### src/tpcl_pkg.sv
// constants and types shared by the test port command latch design
package tpcl_pkg;
  // ==========================================================================
  // backplane timeslot framing
  localparam int unsigned SLOT_BITS    = 10;
  localparam int unsigned DATA_BITS    = 8;
  localparam int unsigned STATUS_POS   = 8;
  localparam int unsigned LATCH_COUNT  = 2;
  localparam int unsigned PORT_COUNT   = 4;
  localparam int unsigned NIBBLE_BITS  = 4;
  localparam int unsigned SYNC_STAGES  = 2;
  localparam int unsigned CNT_W        = 4;
  localparam int unsigned STATUS_LATCH = 1;
  // ==========================================================================
  // reset values
  localparam logic [7:0] LATCH_RESET   = 8'h00;
  localparam logic [3:0] CNT_RESET     = 4'h0;
  // ==========================================================================
  // per-latch transaction state
  typedef enum logic [0:0] {
    ST_IDLE,
    ST_SHIFT
  } tpcl_state_type;
endpackage : tpcl_pkg

### src/tpcl_top.sv
// command latch pair of the loop test accessory: backplane channel 0 to relay controls
`timescale 1ns/1ns
// Summary of operation
// RQ1: Two independent command latches each terminate the backplane bus and drive parallel controls.
// RQ2: The central controller sends command bits serially on the downstream data line.
// RQ3: Data is taken only in channel 0 while that latch's enable is active, and ignored otherwise.
// RQ4: Each transaction carries exactly one byte; a transaction cut short before its eighth bit stores nothing.
// RQ5: At the end of a transaction the byte is latched onto eight outputs and held until replaced.
// RQ6: During the same transaction the previously held byte is shifted out upstream.
// RQ7: The controller compares the echoed byte with what it sent before to confirm the write.
// RQ8: Upstream data is inverted and driven through an open-collector stage.
// RQ9: All latch outputs are zero at power-up or insertion, before any transaction.
// RQ10: With alarm reporting enabled the second latch's failure input reads 0 healthy and 1 failed.
// RQ11: The converter failure status is returned to the controller on every query of that latch.
// RQ12: Alarm reporting stays disabled by its switches until controller software can use it.
// RQ13: The two latches together give sixteen relay controls for the four test ports.
// RQ14: Each port takes one nibble; port 1 is the upper nibble of the first latch, P0 is the nibble MSB.
// RQ15: The all-zero nibble is the bypass state, both at power-up and at rest.
// RQ16: The controller never writes an odd nibble value to any port.
// RQ17: Bits travel most significant first, both downstream and in the upstream echo.
module tpcl_top
  import tpcl_pkg::*;
(
  input  wire logic                                  i_clk,
  input  wire logic                                  i_rstn,
  input  wire logic                                  i_bus_clk,
  input  wire logic                                  i_frame,
  input  wire logic                                  i_rdata,
  input  wire logic [tpcl_pkg::LATCH_COUNT-1:0]      i_latch_en,
  input  wire logic                                  i_conv_healthy,
  input  wire logic                                  i_alarm_route_switch,
  input  wire logic                                  i_alarm_inhibit_switch,
  output logic                                       o_tdata_out,
  output logic                                       o_tdata_oe_n,
  output logic [tpcl_pkg::DATA_BITS-1:0]             o_first_latch,
  output logic [tpcl_pkg::DATA_BITS-1:0]             o_second_latch,
  output logic [tpcl_pkg::LATCH_COUNT*tpcl_pkg::DATA_BITS-1:0] o_relay,
  output logic [tpcl_pkg::NIBBLE_BITS-1:0]           o_port1_code,
  output logic [tpcl_pkg::NIBBLE_BITS-1:0]           o_port2_code,
  output logic [tpcl_pkg::NIBBLE_BITS-1:0]           o_port3_code,
  output logic [tpcl_pkg::NIBBLE_BITS-1:0]           o_port4_code,
  output logic                                       o_transfer_done
);
  import tpcl_pkg::*;

  localparam int unsigned SYNC_W = LATCH_COUNT + 6;
  localparam logic [CNT_W-1:0] LAST_BIT = CNT_W'(SLOT_BITS - 1);
  localparam logic [CNT_W-1:0] LAST_DATA = CNT_W'(DATA_BITS - 1);

  // ==========================================================================
  // pin synchronisers
  logic [SYNC_W-1:0] pins_sync;
  logic              bclk_s;
  logic              frame_s;
  logic              rdata_s;
  logic              healthy_s;
  logic              route_s;
  logic              inhibit_s;
  logic [LATCH_COUNT-1:0] en_s;

  tpcl_sync #(
    .WIDTH (SYNC_W)
  ) u_sync (
    .i_clk   (i_clk),
    .i_rstn  (i_rstn),
    .i_async ({i_latch_en, i_alarm_inhibit_switch, i_alarm_route_switch,
               i_conv_healthy, i_rdata, i_frame, i_bus_clk}),
    .o_sync  (pins_sync)
  );

  assign bclk_s    = pins_sync[0];
  assign frame_s   = pins_sync[1];
  assign rdata_s   = pins_sync[2];
  assign healthy_s = pins_sync[3];
  assign route_s   = pins_sync[4];
  assign inhibit_s = pins_sync[5];
  assign en_s      = pins_sync[SYNC_W-1:6];

  // ==========================================================================
  // edge detection of the bus clock and frame
  logic bclk_prev_q;
  logic bclk_prev_d;
  logic frame_prev_q;
  logic frame_prev_d;
  logic bit_tick;
  logic frame_tick;

  always_comb begin
    bclk_prev_d  = bclk_s;
    frame_prev_d = frame_s;
  end

  always_ff @(posedge i_clk or negedge i_rstn) begin
    if (!i_rstn) begin
      bclk_prev_q  <= 1'b0;
      frame_prev_q <= 1'b0;
    end else begin
      bclk_prev_q  <= bclk_prev_d;
      frame_prev_q <= frame_prev_d;
    end
  end

  assign bit_tick   = bclk_s & ~bclk_prev_q;
  assign frame_tick = frame_s & ~frame_prev_q;

  // ==========================================================================
  // channel 0 bit counter, shared by both latches
  logic [CNT_W-1:0] bit_cnt_q;
  logic [CNT_W-1:0] bit_cnt_d;
  logic             in_ch0_q;
  logic             in_ch0_d;

  always_comb begin
    bit_cnt_d = bit_cnt_q;
    in_ch0_d  = in_ch0_q;
    // RQ3: channel 0 window
    if (frame_tick) begin
      bit_cnt_d = CNT_RESET;
      in_ch0_d  = 1'b1;
    end else if (bit_tick && in_ch0_q) begin
      if (bit_cnt_q == LAST_BIT) begin
        in_ch0_d = 1'b0;
      end else begin
        bit_cnt_d = bit_cnt_q + CNT_W'(1);
      end
    end
  end

  always_ff @(posedge i_clk or negedge i_rstn) begin
    if (!i_rstn) begin
      bit_cnt_q <= CNT_RESET;
      in_ch0_q  <= 1'b0;
    end else begin
      bit_cnt_q <= bit_cnt_d;
      in_ch0_q  <= in_ch0_d;
    end
  end

  // ==========================================================================
  // converter failure status
  logic conv_fail;
  // RQ10: failure reads 1 only when routed and not inhibited
  assign conv_fail = route_s & ~inhibit_s & ~healthy_s;

  // ==========================================================================
  // the two command latches
  logic [DATA_BITS-1:0]   latch_q [LATCH_COUNT];
  logic [LATCH_COUNT-1:0] drive_low_d;
  logic [LATCH_COUNT-1:0] done_d;

  // RQ1: one independent latch per generate pass
  for (genvar g = 0; g < LATCH_COUNT; g++) begin : g_latch
    tpcl_state_type       state_q;
    tpcl_state_type       state_d;
    logic [DATA_BITS-1:0] shin_q;
    logic [DATA_BITS-1:0] shin_d;
    logic [SLOT_BITS-1:0] echo_q;
    logic [SLOT_BITS-1:0] echo_d;
    logic [DATA_BITS-1:0] latch_d;
    logic                 stat_bit;

    assign stat_bit = (g == STATUS_LATCH) ? conv_fail : 1'b0;

    always_comb begin
      state_d     = state_q;
      shin_d      = shin_q;
      echo_d      = echo_q;
      latch_d     = latch_q[g];
      done_d[g]   = 1'b0;
      drive_low_d[g] = 1'b0;
      case (state_q)
        ST_IDLE: begin
          if (frame_tick && en_s[g]) begin
            // RQ6: echo loads the byte about to be replaced
            // RQ11: status rides along on every query
            echo_d  = '0;
            echo_d[SLOT_BITS-1 -: DATA_BITS] = latch_q[g];
            echo_d[SLOT_BITS-1-STATUS_POS]   = stat_bit;
            state_d = ST_SHIFT;
          end
        end
        ST_SHIFT: begin
          if (!en_s[g] || frame_tick) begin
            // RQ4: a transfer cut before its eighth bit stores nothing
            state_d = ST_IDLE;
          end else if (bit_tick && in_ch0_q) begin
            // RQ17: msb first both ways
            shin_d = {shin_q[DATA_BITS-2:0], rdata_s};
            echo_d = {echo_q[SLOT_BITS-2:0], 1'b0};
            if (bit_cnt_q == LAST_DATA) begin
              // RQ5: whole byte latched and held
              latch_d   = {shin_q[DATA_BITS-2:0], rdata_s};
              done_d[g] = 1'b1;
            end
            if (bit_cnt_q == LAST_BIT) begin
              state_d = ST_IDLE;
            end
          end
        end
        default: begin
          state_d = ST_IDLE;
        end
      endcase
      // RQ8: a one bit pulls the line low, inverting the data
      if (state_d == ST_SHIFT) begin
        drive_low_d[g] = echo_d[SLOT_BITS-1];
      end
    end

    // RQ9: outputs clear at power-up
    always_ff @(posedge i_clk or negedge i_rstn) begin
      if (!i_rstn) begin
        state_q    <= ST_IDLE;
        shin_q     <= LATCH_RESET;
        echo_q     <= '0;
        latch_q[g] <= LATCH_RESET;
      end else begin
        state_q    <= state_d;
        shin_q     <= shin_d;
        echo_q     <= echo_d;
        latch_q[g] <= latch_d;
      end
    end
  end

  // ==========================================================================
  // open-collector upstream stage and completion flag
  logic oe_n_q;
  logic oe_n_d;
  logic done_q;
  logic done_q_d;

  always_comb begin
    // RQ8: wired open collectors of both latches
    oe_n_d   = ~(|drive_low_d);
    done_q_d = |done_d;
  end

  always_ff @(posedge i_clk or negedge i_rstn) begin
    if (!i_rstn) begin
      oe_n_q <= 1'b1;
      done_q <= 1'b0;
    end else begin
      oe_n_q <= oe_n_d;
      done_q <= done_q_d;
    end
  end

  // the collector can only sink, so the driven level is always low
  assign o_tdata_out     = 1'b0;
  assign o_tdata_oe_n    = oe_n_q;
  assign o_transfer_done = done_q;

  // ==========================================================================
  // relay controls and per-port nibbles
  // RQ13: sixteen relay controls
  assign o_first_latch  = latch_q[0];
  assign o_second_latch = latch_q[1];
  assign o_relay        = {latch_q[0], latch_q[1]};
  // RQ14: upper nibble first, P0 as msb
  // RQ15: zero nibble is bypass, the reset value
  assign o_port1_code   = latch_q[0][7:4];
  assign o_port2_code   = latch_q[0][3:0];
  assign o_port3_code   = latch_q[1][7:4];
  assign o_port4_code   = latch_q[1][3:0];
endmodule // tpcl_top

### src/tpcl_sync.sv
// two-stage synchroniser for a group of pin inputs
`timescale 1ns/1ns
module tpcl_sync #(
  parameter int unsigned WIDTH = 1
) (
  input  wire logic             i_clk,
  input  wire logic             i_rstn,
  input  wire logic [WIDTH-1:0] i_async,
  output logic      [WIDTH-1:0] o_sync
);
  // ==========================================================================
  // first stage is read only by the second
  logic [WIDTH-1:0] meta_q;
  logic [WIDTH-1:0] sync_q;

  always_ff @(posedge i_clk or negedge i_rstn) begin
    if (!i_rstn) begin
      meta_q <= '0;
      sync_q <= '0;
    end else begin
      meta_q <= i_async;
      sync_q <= meta_q;
    end
  end

  assign o_sync = sync_q;
endmodule // tpcl_sync

### config.mk
export PLATFORM = sky130hd
export DESIGN_NAME = tpcl_top
export DESIGN_NICKNAME = d
export VERILOG_FILES = /design/src/tpcl_pkg.sv /design/src/tpcl_top.sv /design/src/tpcl_sync.sv
export SDC_FILE = /design/constraint.sdc
export NUM_CORES = 1
export LEC_CHECK = 0
export BUFFER_PORTS_ARGS = -buffer_cell sky130_fd_sc_hd__buf_2
export CAP_MARGIN = 20
export CORE_MARGIN = 2
export CORE_UTILIZATION = 55
export DETAILED_ROUTE_END_ITERATION = 16
export PLACE_DENSITY = 0.76
export SLEW_MARGIN = 20
export SYNTH_ARGS = -nofsm -noshare
export SYNTH_HDL_FRONTEND = slang
export SYNTH_SLANG_ARGS = --single-unit
### constraint.sdc
create_clock -name i_clk -period 2.6 [get_ports i_clk]
set_input_delay 0.39 -clock i_clk [delete_from_list [all_inputs] [get_ports i_clk]]
set_output_delay 0.39 -clock i_clk [all_outputs]
set_load 0.005 [all_outputs]
==> results of run 1 <==
power groups by stage:
stage	logic [W]	registers [W]	clock network (W)
after global routing	0.000132	0.00126	0.000952
after global placement	0.000112	0.00127	0
after detailed placement	0.000116	0.00128	0
final	0.000114	0.00125	0.000882
after floorplan	0.0000748	0.00126	0
after CTS	0.000117	0.00125	0.000913
synthesized netlist by cell type (all sizes together):
| cell type | number |
|---|---|
| a211oi | 2 |
| a21o | 14 |
| a21oi | 4 |
| a22o | 14 |
| a22oi | 1 |
| a311oi | 1 |
| a31oi | 2 |
| and2 | 1 |
| and3b | 1 |
| and4 | 2 |
| and4b | 2 |
| buf | 39 |
| clkbuf | 2 |
| conb | 1 |
| dfrtp | 74 |
| dfstp | 1 |
| ha | 2 |
| inv | 3 |
| mux2 | 16 |
| nand2 | 46 |
| nand2b | 3 |
| nand3 | 1 |
| nand3b | 5 |
| nand4 | 5 |
| nor2 | 9 |
| nor2b | 1 |
| nor3b | 1 |
| o211ai | 2 |
| o21ai | 2 |
| o31ai | 2 |
| xor2 | 3 |
layer usage:
metal | GRT usage (%) | share of wire [%]
met1 | 25.3 | 47
met2 | 28.0 | 47
met3 | 6.45 | 5.1
met4 | 8.14 | 1.5
met5 | 0 | 0
worst max-delay path, cell delays in order (launching register included):
cell and delay, ns:
dfrtp_1 0.37, and3b_1 0.47, nand4_2 0.33, nor2_4 0.33, mux2_2 0.37
logic make-up after synthesis:
logic type	share of synthesized area [%]
buffers and inverters	10.5
adder cells (fa/ha/maj)	0.787
XOR/XNOR	0.826
other	0.118
multiplexers	5.66
AND/OR/NAND/NOR	12.6
flip-flops	59.0
AO/OA/AOI/OAI	10.4
metrics by stage:
stage                     cell area (um^2)  setup WS (ns)  utilization [%]
after floorplan                       3180          0.956                -
after global placement                3260          0.695             58.9
after detailed placement              3260          0.648             58.9
after CTS                             3470          0.632             62.6
after global routing                  3470          0.495             62.6
final                                 3470          0.621             62.6
cell usage in the layout (no fill, tap or decap):
cell and count:
clkbuf_8 11, bufinv_16 1, nor2_2 1, o31ai_1 2, ha_1 2, nand3b_1 5
nand2_1 46, clkbuf_1 2, xor2_1 3, conb_1 1, inv_1 3, nor2b_1 1
dfstp_2 1, a22oi_1 1, and4b_1 2, o21ai_0 2, nor2_1 6, dfrtp_1 74
buf_4 3, a22o_1 14, a21o_1 14, and4_4 2, buf_2 59, a21oi_1 4
clkinv_2 1, and2_1 1, a31oi_1 2, nand3_1 1, nand4_2 2, nand4_1 3
o211ai_1 2, a211oi_1 2, and3b_1 1, nor3b_1 1, a311oi_1 1, nand2b_1 3
nor2_4 2, mux2_2 16, dlygate4sd3_1 1
path summary, 6_finish.rpt:
kind                                            start                                to  slack (ns)  cells past startpoint
setup / recovery                bclk_prev_q$_DFF_PN0_      o_first_latch[4]$_DFFE_PN0P_        0.62                      4
hold / removal                         i_conv_healthy        u_sync.meta_q[3]$_DFF_PN0_        0.14                      1
setup reg to reg                bclk_prev_q$_DFF_PN0_      o_first_latch[4]$_DFFE_PN0P_        0.62                      4
hold reg to reg            u_sync.meta_q[0]$_DFF_PN0_        u_sync.o_sync[0]$_DFF_PN0_        0.35                      0
max in group asynchronous                      i_rstn  g_latch[0].shin_q[3]$_DFFE_PN0P_        1.39                      3
min in group asynchronous                      i_rstn          bit_cnt_q[0]$_DFFE_PN0P_        0.49                      2
final cells by class:
| class | count | area, um^2 |
|---|---|---|
| clock buffer | 13 | 159 |
| clock inverter | 2 | 35.0 |
| fill | 467 | 2070 |
| inverter | 3 | 11.3 |
| multi-input combinational | 143 | 967 |
| sequential | 75 | 1880 |
| tap | 72 | 90.1 |
| timing repair buffer | 63 | 328 |
sequential cells by signal, summed over array words and instances (netlist names):
| register | count |
|---|---|
| g_latch.state_q | 2 |
| bclk_prev_q | 1 |
| o_transfer_done | 1 |
| u_sync.o_sync | 8 |
| g_latch.echo_q | 18 |
| g_latch.shin_q | 14 |
| u_sync.meta_q | 8 |
| o_first_latch | 8 |
| o_tdata_oe_n | 1 |
| frame_prev_q | 1 |
| o_second_latch | 8 |
| bit_cnt_q | 4 |
| in_ch0_q | 1 |
what timing repair did:
action                                  in CTS  in global routing
endpoints found under the hold margin       15                  0
hold buffers                                 1                  0
endpoints found under the setup margin       0                  0
==> flow_summary.json, run 1 <==
{
  "p_sw_w": 0.000502,
  "grt_pass1_wl_um": 8900,
  "hold_viol_final": 0,
  "crit_fanout": 11,
  "clkSinkCount": 75,
  "cts_resized": 0,
  "synth_seq_cells": 75,
  "postRouteAntennaNets": 0,
  "max_slew_margin_pct": 59.3,
  "fin_cells": 371,
  "core_area_um2": 5540,
  "drive_gt1_share_pct": 33.1,
  "chipWidth_um": 80.0,
  "syn-cell-area_um2": 3180,
  "floorplan.rows": 27,
  "dp.cells": 355,
  "gr-total-overflow": 0,
  "syn_avg_cell_area_um2": 12.1,
  "cts_buffers": 9,
  "worstSetupEndpointType": "flip-flop",
  "dieArea_um2": 6410,
  "tightest_slew_ns": 0.609,
  "synth-seq-area-share_pct": 59.0,
  "num_antenna_cells": 0,
  "yosysTopAreaCell": "dfrtp_1",
  "grt_max_degree": 32,
  "cts_buffer_depth": 2,
  "p_total_w": 0.00225,
  "power.share.switching_pct": 22.3,
  "synth_top_cell_area_share_pct": 58.2,
  "internal_power_w": 0.00175,
  "clkSlewWorstSetupHoldPaths_ns": 0.07,
  "ys_top_cells_by_area": "dfrtp_1 58%, buf_4 7.8%, mux2_2 5.7%, nand2_1 5.4%, a22o_1 3.9%",
  "synth_nets": 274,
  "globalplace.congestion": 0.854,
  "wl_per_cell_um": 14.5,
  "hp-class": "input port to flip-flop",
  "routed_wl_um": 5370,
  "p_seq_share_pct": 55.7,
  "syn_inst": 262,
  "grt_pass1_vias": 1850,
  "place_hpwl_um": 3670,
  "critical_path_arrival_ns": 2.22,
  "p_leak_nw": 1.96,
  "drt_iter0_markers": 120,
  "io-pin-count": 61,
  "min_period_ns": 1.98,
  "cts_root_buffer": "clkbuf_8",
  "irDropWorstVdd_v": 0.000519,
  "finalNetCount": 307,
  "area.growth.synth_to_final_pct": 9.05,
  "combPwrFrac_pct": 5.1,
  "initial_core_util_pct": 57.4,
  "critPathKind": "flip-flop to flip-flop",
  "post_synth_num_cell_types": 36,
  "maxSlewViolCount": 0,
  "worstSetupStartpointType": "flip-flop",
  "ys_warn_count": 0,
  "fmax_ghz": 0.505,
  "finClkSkew_ns": 0.00891,
  "required_ns": 2.84,
  "clkPwrFrac_pct": 39.2,
  "cellPowerDensity_nw_per_um2": 649,
  "via_count": 1962,
  "viasPerCell": 5.29,
  "fin_tns_setup_ns": 0,
  "cts_tree": "built",
  "period_share_pct": 76.1,
  "grtUsageTotal_pct": 18.9,
  "drc": 0,
  "htreeDepth": 3,
  "cap_violations": 0,
  "worst_hold_slack_ns": 0.139,
  "clk-insertion-delay-late_ns": 0.35,
  "first_pass_iters": 4,
  "die_y_um": 80.0,
  "post_cts_buffers": 0,
  "rsz0062_at_grt": "false",
  "setup-violations-final": 0,
  "antenna_found_initial": 0,
  "io_buffers": 59,
  "status": "finished clean"
}
Note: power is estimated with default switching activity, not from simulation.
==> run 2, diff against run 1 <==
==> constraint.sdc (replaced) <==
create_clock -name i_clk -period 2 [get_ports i_clk]
set_input_delay 0.3 -clock i_clk [delete_from_list [all_inputs] [get_ports i_clk]]
set_output_delay 0.3 -clock i_clk [all_outputs]
set_load 0.005 [all_outputs]
==> run 2 against run 1 <==
Critical path depth stayed put. Sequential cell count stayed put. Critical endpoint is now o_first_latch[5]$_DFFE_PN0P_. First-iteration DRC count is 15% lower. Routed wire length is 0.65% lower. Register-to-register slack worse by 0.33 ns. Largest cell class unchanged. Hold slack worse by 0.077 ns. Largest power group unchanged.
==> flow_summary.json, run 2 (synthesized netlist as in run 1, its figures left out) <==
{
  "status": "finished clean",
  "clkSinkCount": 75,
  "cellPowerDensity_nw_per_um2": 868,
  "place_hpwl_um": 3540,
  "post_cts_buffers": 0,
  "critPathKind": "flip-flop to flip-flop",
  "drive_gt1_share_pct": 34.3,
  "viasPerCell": 5.35,
  "finalNetCount": 310,
  "period_share_pct": 85.5,
  "largest_reg_flops": 18,
  "grt_max_degree": 76,
  "grt_pass1_wl_um": 8880,
  "reg2reg_depth": 4,
  "grtUsageTotal_pct": 18.5,
  "globalplace.congestion": 0.833,
  "final_area_um2": 3540,
  "num_antenna_cells": 0,
  "cp_num_cells": 4,
  "max_slew_margin_pct": 62.6,
  "floorplan.rows": 27,
  "worstSetupStartpointType": "flip-flop",
  "gr-total-overflow": 0,
  "routed_wl_um": 5330,
  "irDropWorstVdd_v": 0.000626,
  "cp_num_buf_inv": 0,
  "via_count": 2006,
  "area.growth.synth_to_final_pct": 11.2,
  "antenna_found_initial": 0,
  "worstSetupEndpointType": "flip-flop",
  "grt_pass1_vias": 1862,
  "cp_top_family": "simple AND/OR/NAND/NOR gates",
  "cap_violations": 0,
  "initial_core_util_pct": 57.4,
  "mostFrequentLayoutCells": "74 x dfrtp_1, 59 x buf_2, 46 x nand2_1",
  "chipWidth_um": 80.0,
  "p_leak_nw": 1.99,
  "io-pin-count": 61,
  "io_buffers": 59,
  "drc": 0,
  "drt_iter0_markers": 102,
  "wl_per_cell_um": 14.2,
  "slowest_stage": "dfrtp_1",
  "rsz0062_at_grt": "false",
  "final_common_cell": "dfrtp_1",
  "tightest_slew_ns": 0.560,
  "fin_tns_setup_ns": 0,
  "clk-insertion-delay-late_ns": 0.34,
  "dieArea_um2": 6410,
  "placed_area_um2": 3300,
  "cts_buffers": 9,
  "hp-class": "input port to flip-flop",
  "htreeDepth": 3,
  "required_ns": 2.23,
  "min_path_cells": 1,
  "clkSlewWorstSetupHoldPaths_ns": 0.07,
  "cts_root_buffer": "clkbuf_8",
  "cts_buffer_depth": 2,
  "hold_viol_final": 0,
  "reg_top3": "g_latch.echo_q x18, g_latch.shin_q x14",
  "fmax_ghz": 0.585,
  "critical_path_arrival_ns": 1.94,
  "cts_tree": "built",
  "cpPeakStageDelay_ns": 0.45,
  "finClkSkew_ns": 0.00629,
  "crit_fanout": 9,
  "path_cells": "nand2b_1 > nand4_2 > nor2_4 > mux2_2",
  "first_pass_iters": 6,
  "reg2reg_setup_slack_ns": 0.29,
  "min_period_ns": 1.71,
  "postRouteAntennaNets": 0,
  "dp.cells": 358,
  "core_area_um2": 5540,
  "maxSlewViolCount": 0,
  "setup-violations-final": 0,
  "die_y_um": 80.0,
  "fin_cells": 375,
  "top_register": "g_latch.echo_q"
}
## run 2: cell types whose count changed in the layout (fill, tap and decap cells not counted)
cell,delta
clkbuf_1,-1
buf_12,+1
bufinv_16,+1
clkinvlp_4,+1
buf_4,+2
## run 2: cell type report
| class | instances | area (um^2) |
|---|---|---|
| flip-flops and latches | 75 | 1880 |
| fillers | 451 | 2000 |
| clock buffers | 12 | 155 |
| multi-input cells | 143 | 967 |
| repair buffers | 66 | 363 |
| well taps | 72 | 90.1 |
| clock inverters | 4 | 72.6 |
| inverters | 3 | 11.3 |
## run 2: timing repair
item	4_1_cts	5_1_grt
resized for setup	0	0
hold buffers	1	0
endpoints found under the setup margin	0	0
hold endpoints to repair	71	0
## run 2: worst paths after layout
path	startpoint	endpoint
setup / recovery	u_sync.o_sync[1]$_DFF_PN0_	o_first_latch[5]$_DFFE_PN0P_
hold / removal	i_alarm_route_switch	u_sync.meta_q[4]$_DFF_PN0_
setup reg to reg	u_sync.o_sync[1]$_DFF_PN0_	o_first_latch[5]$_DFFE_PN0P_
hold reg to reg	u_sync.meta_q[7]$_DFF_PN0_	u_sync.o_sync[7]$_DFF_PN0_
max in group asynchronous	i_rstn	o_tdata_oe_n$_DFF_PN1_
min in group asynchronous	i_rstn	u_sync.meta_q[4]$_DFF_PN0_
## run 2: report_power, final
group          switching (W)  internal [W]
sequential         0.0000482       0.00158
combinational      0.0000940     0.0000607
clock               0.000518      0.000769
## run 2: through the flow
stage                     hold slack [ns]  utilization [%]  power [W]  setup WS [ns]
after floorplan                   0.00441                -    0.00174          0.356
final                              0.0611             63.8    0.00307          0.290
after CTS                          0.0410             63.8    0.00312          0.283
after global routing               0.0398             63.8    0.00320          0.141
after global placement              0.332             59.6    0.00180          0.346
after detailed placement            0.338             59.6    0.00181          0.286
## run 2: per-layer routing
metal / track usage (%) / part of all wire (%) / vias up
li1: - / - / 938
met1: 25.0 / 46 / 983
met2: 28.5 / 46 / 75
met3: 3.73 / 5.6 / 10
met4: 9.32 / 2.1 / 0
met5: 0 / 0 / -
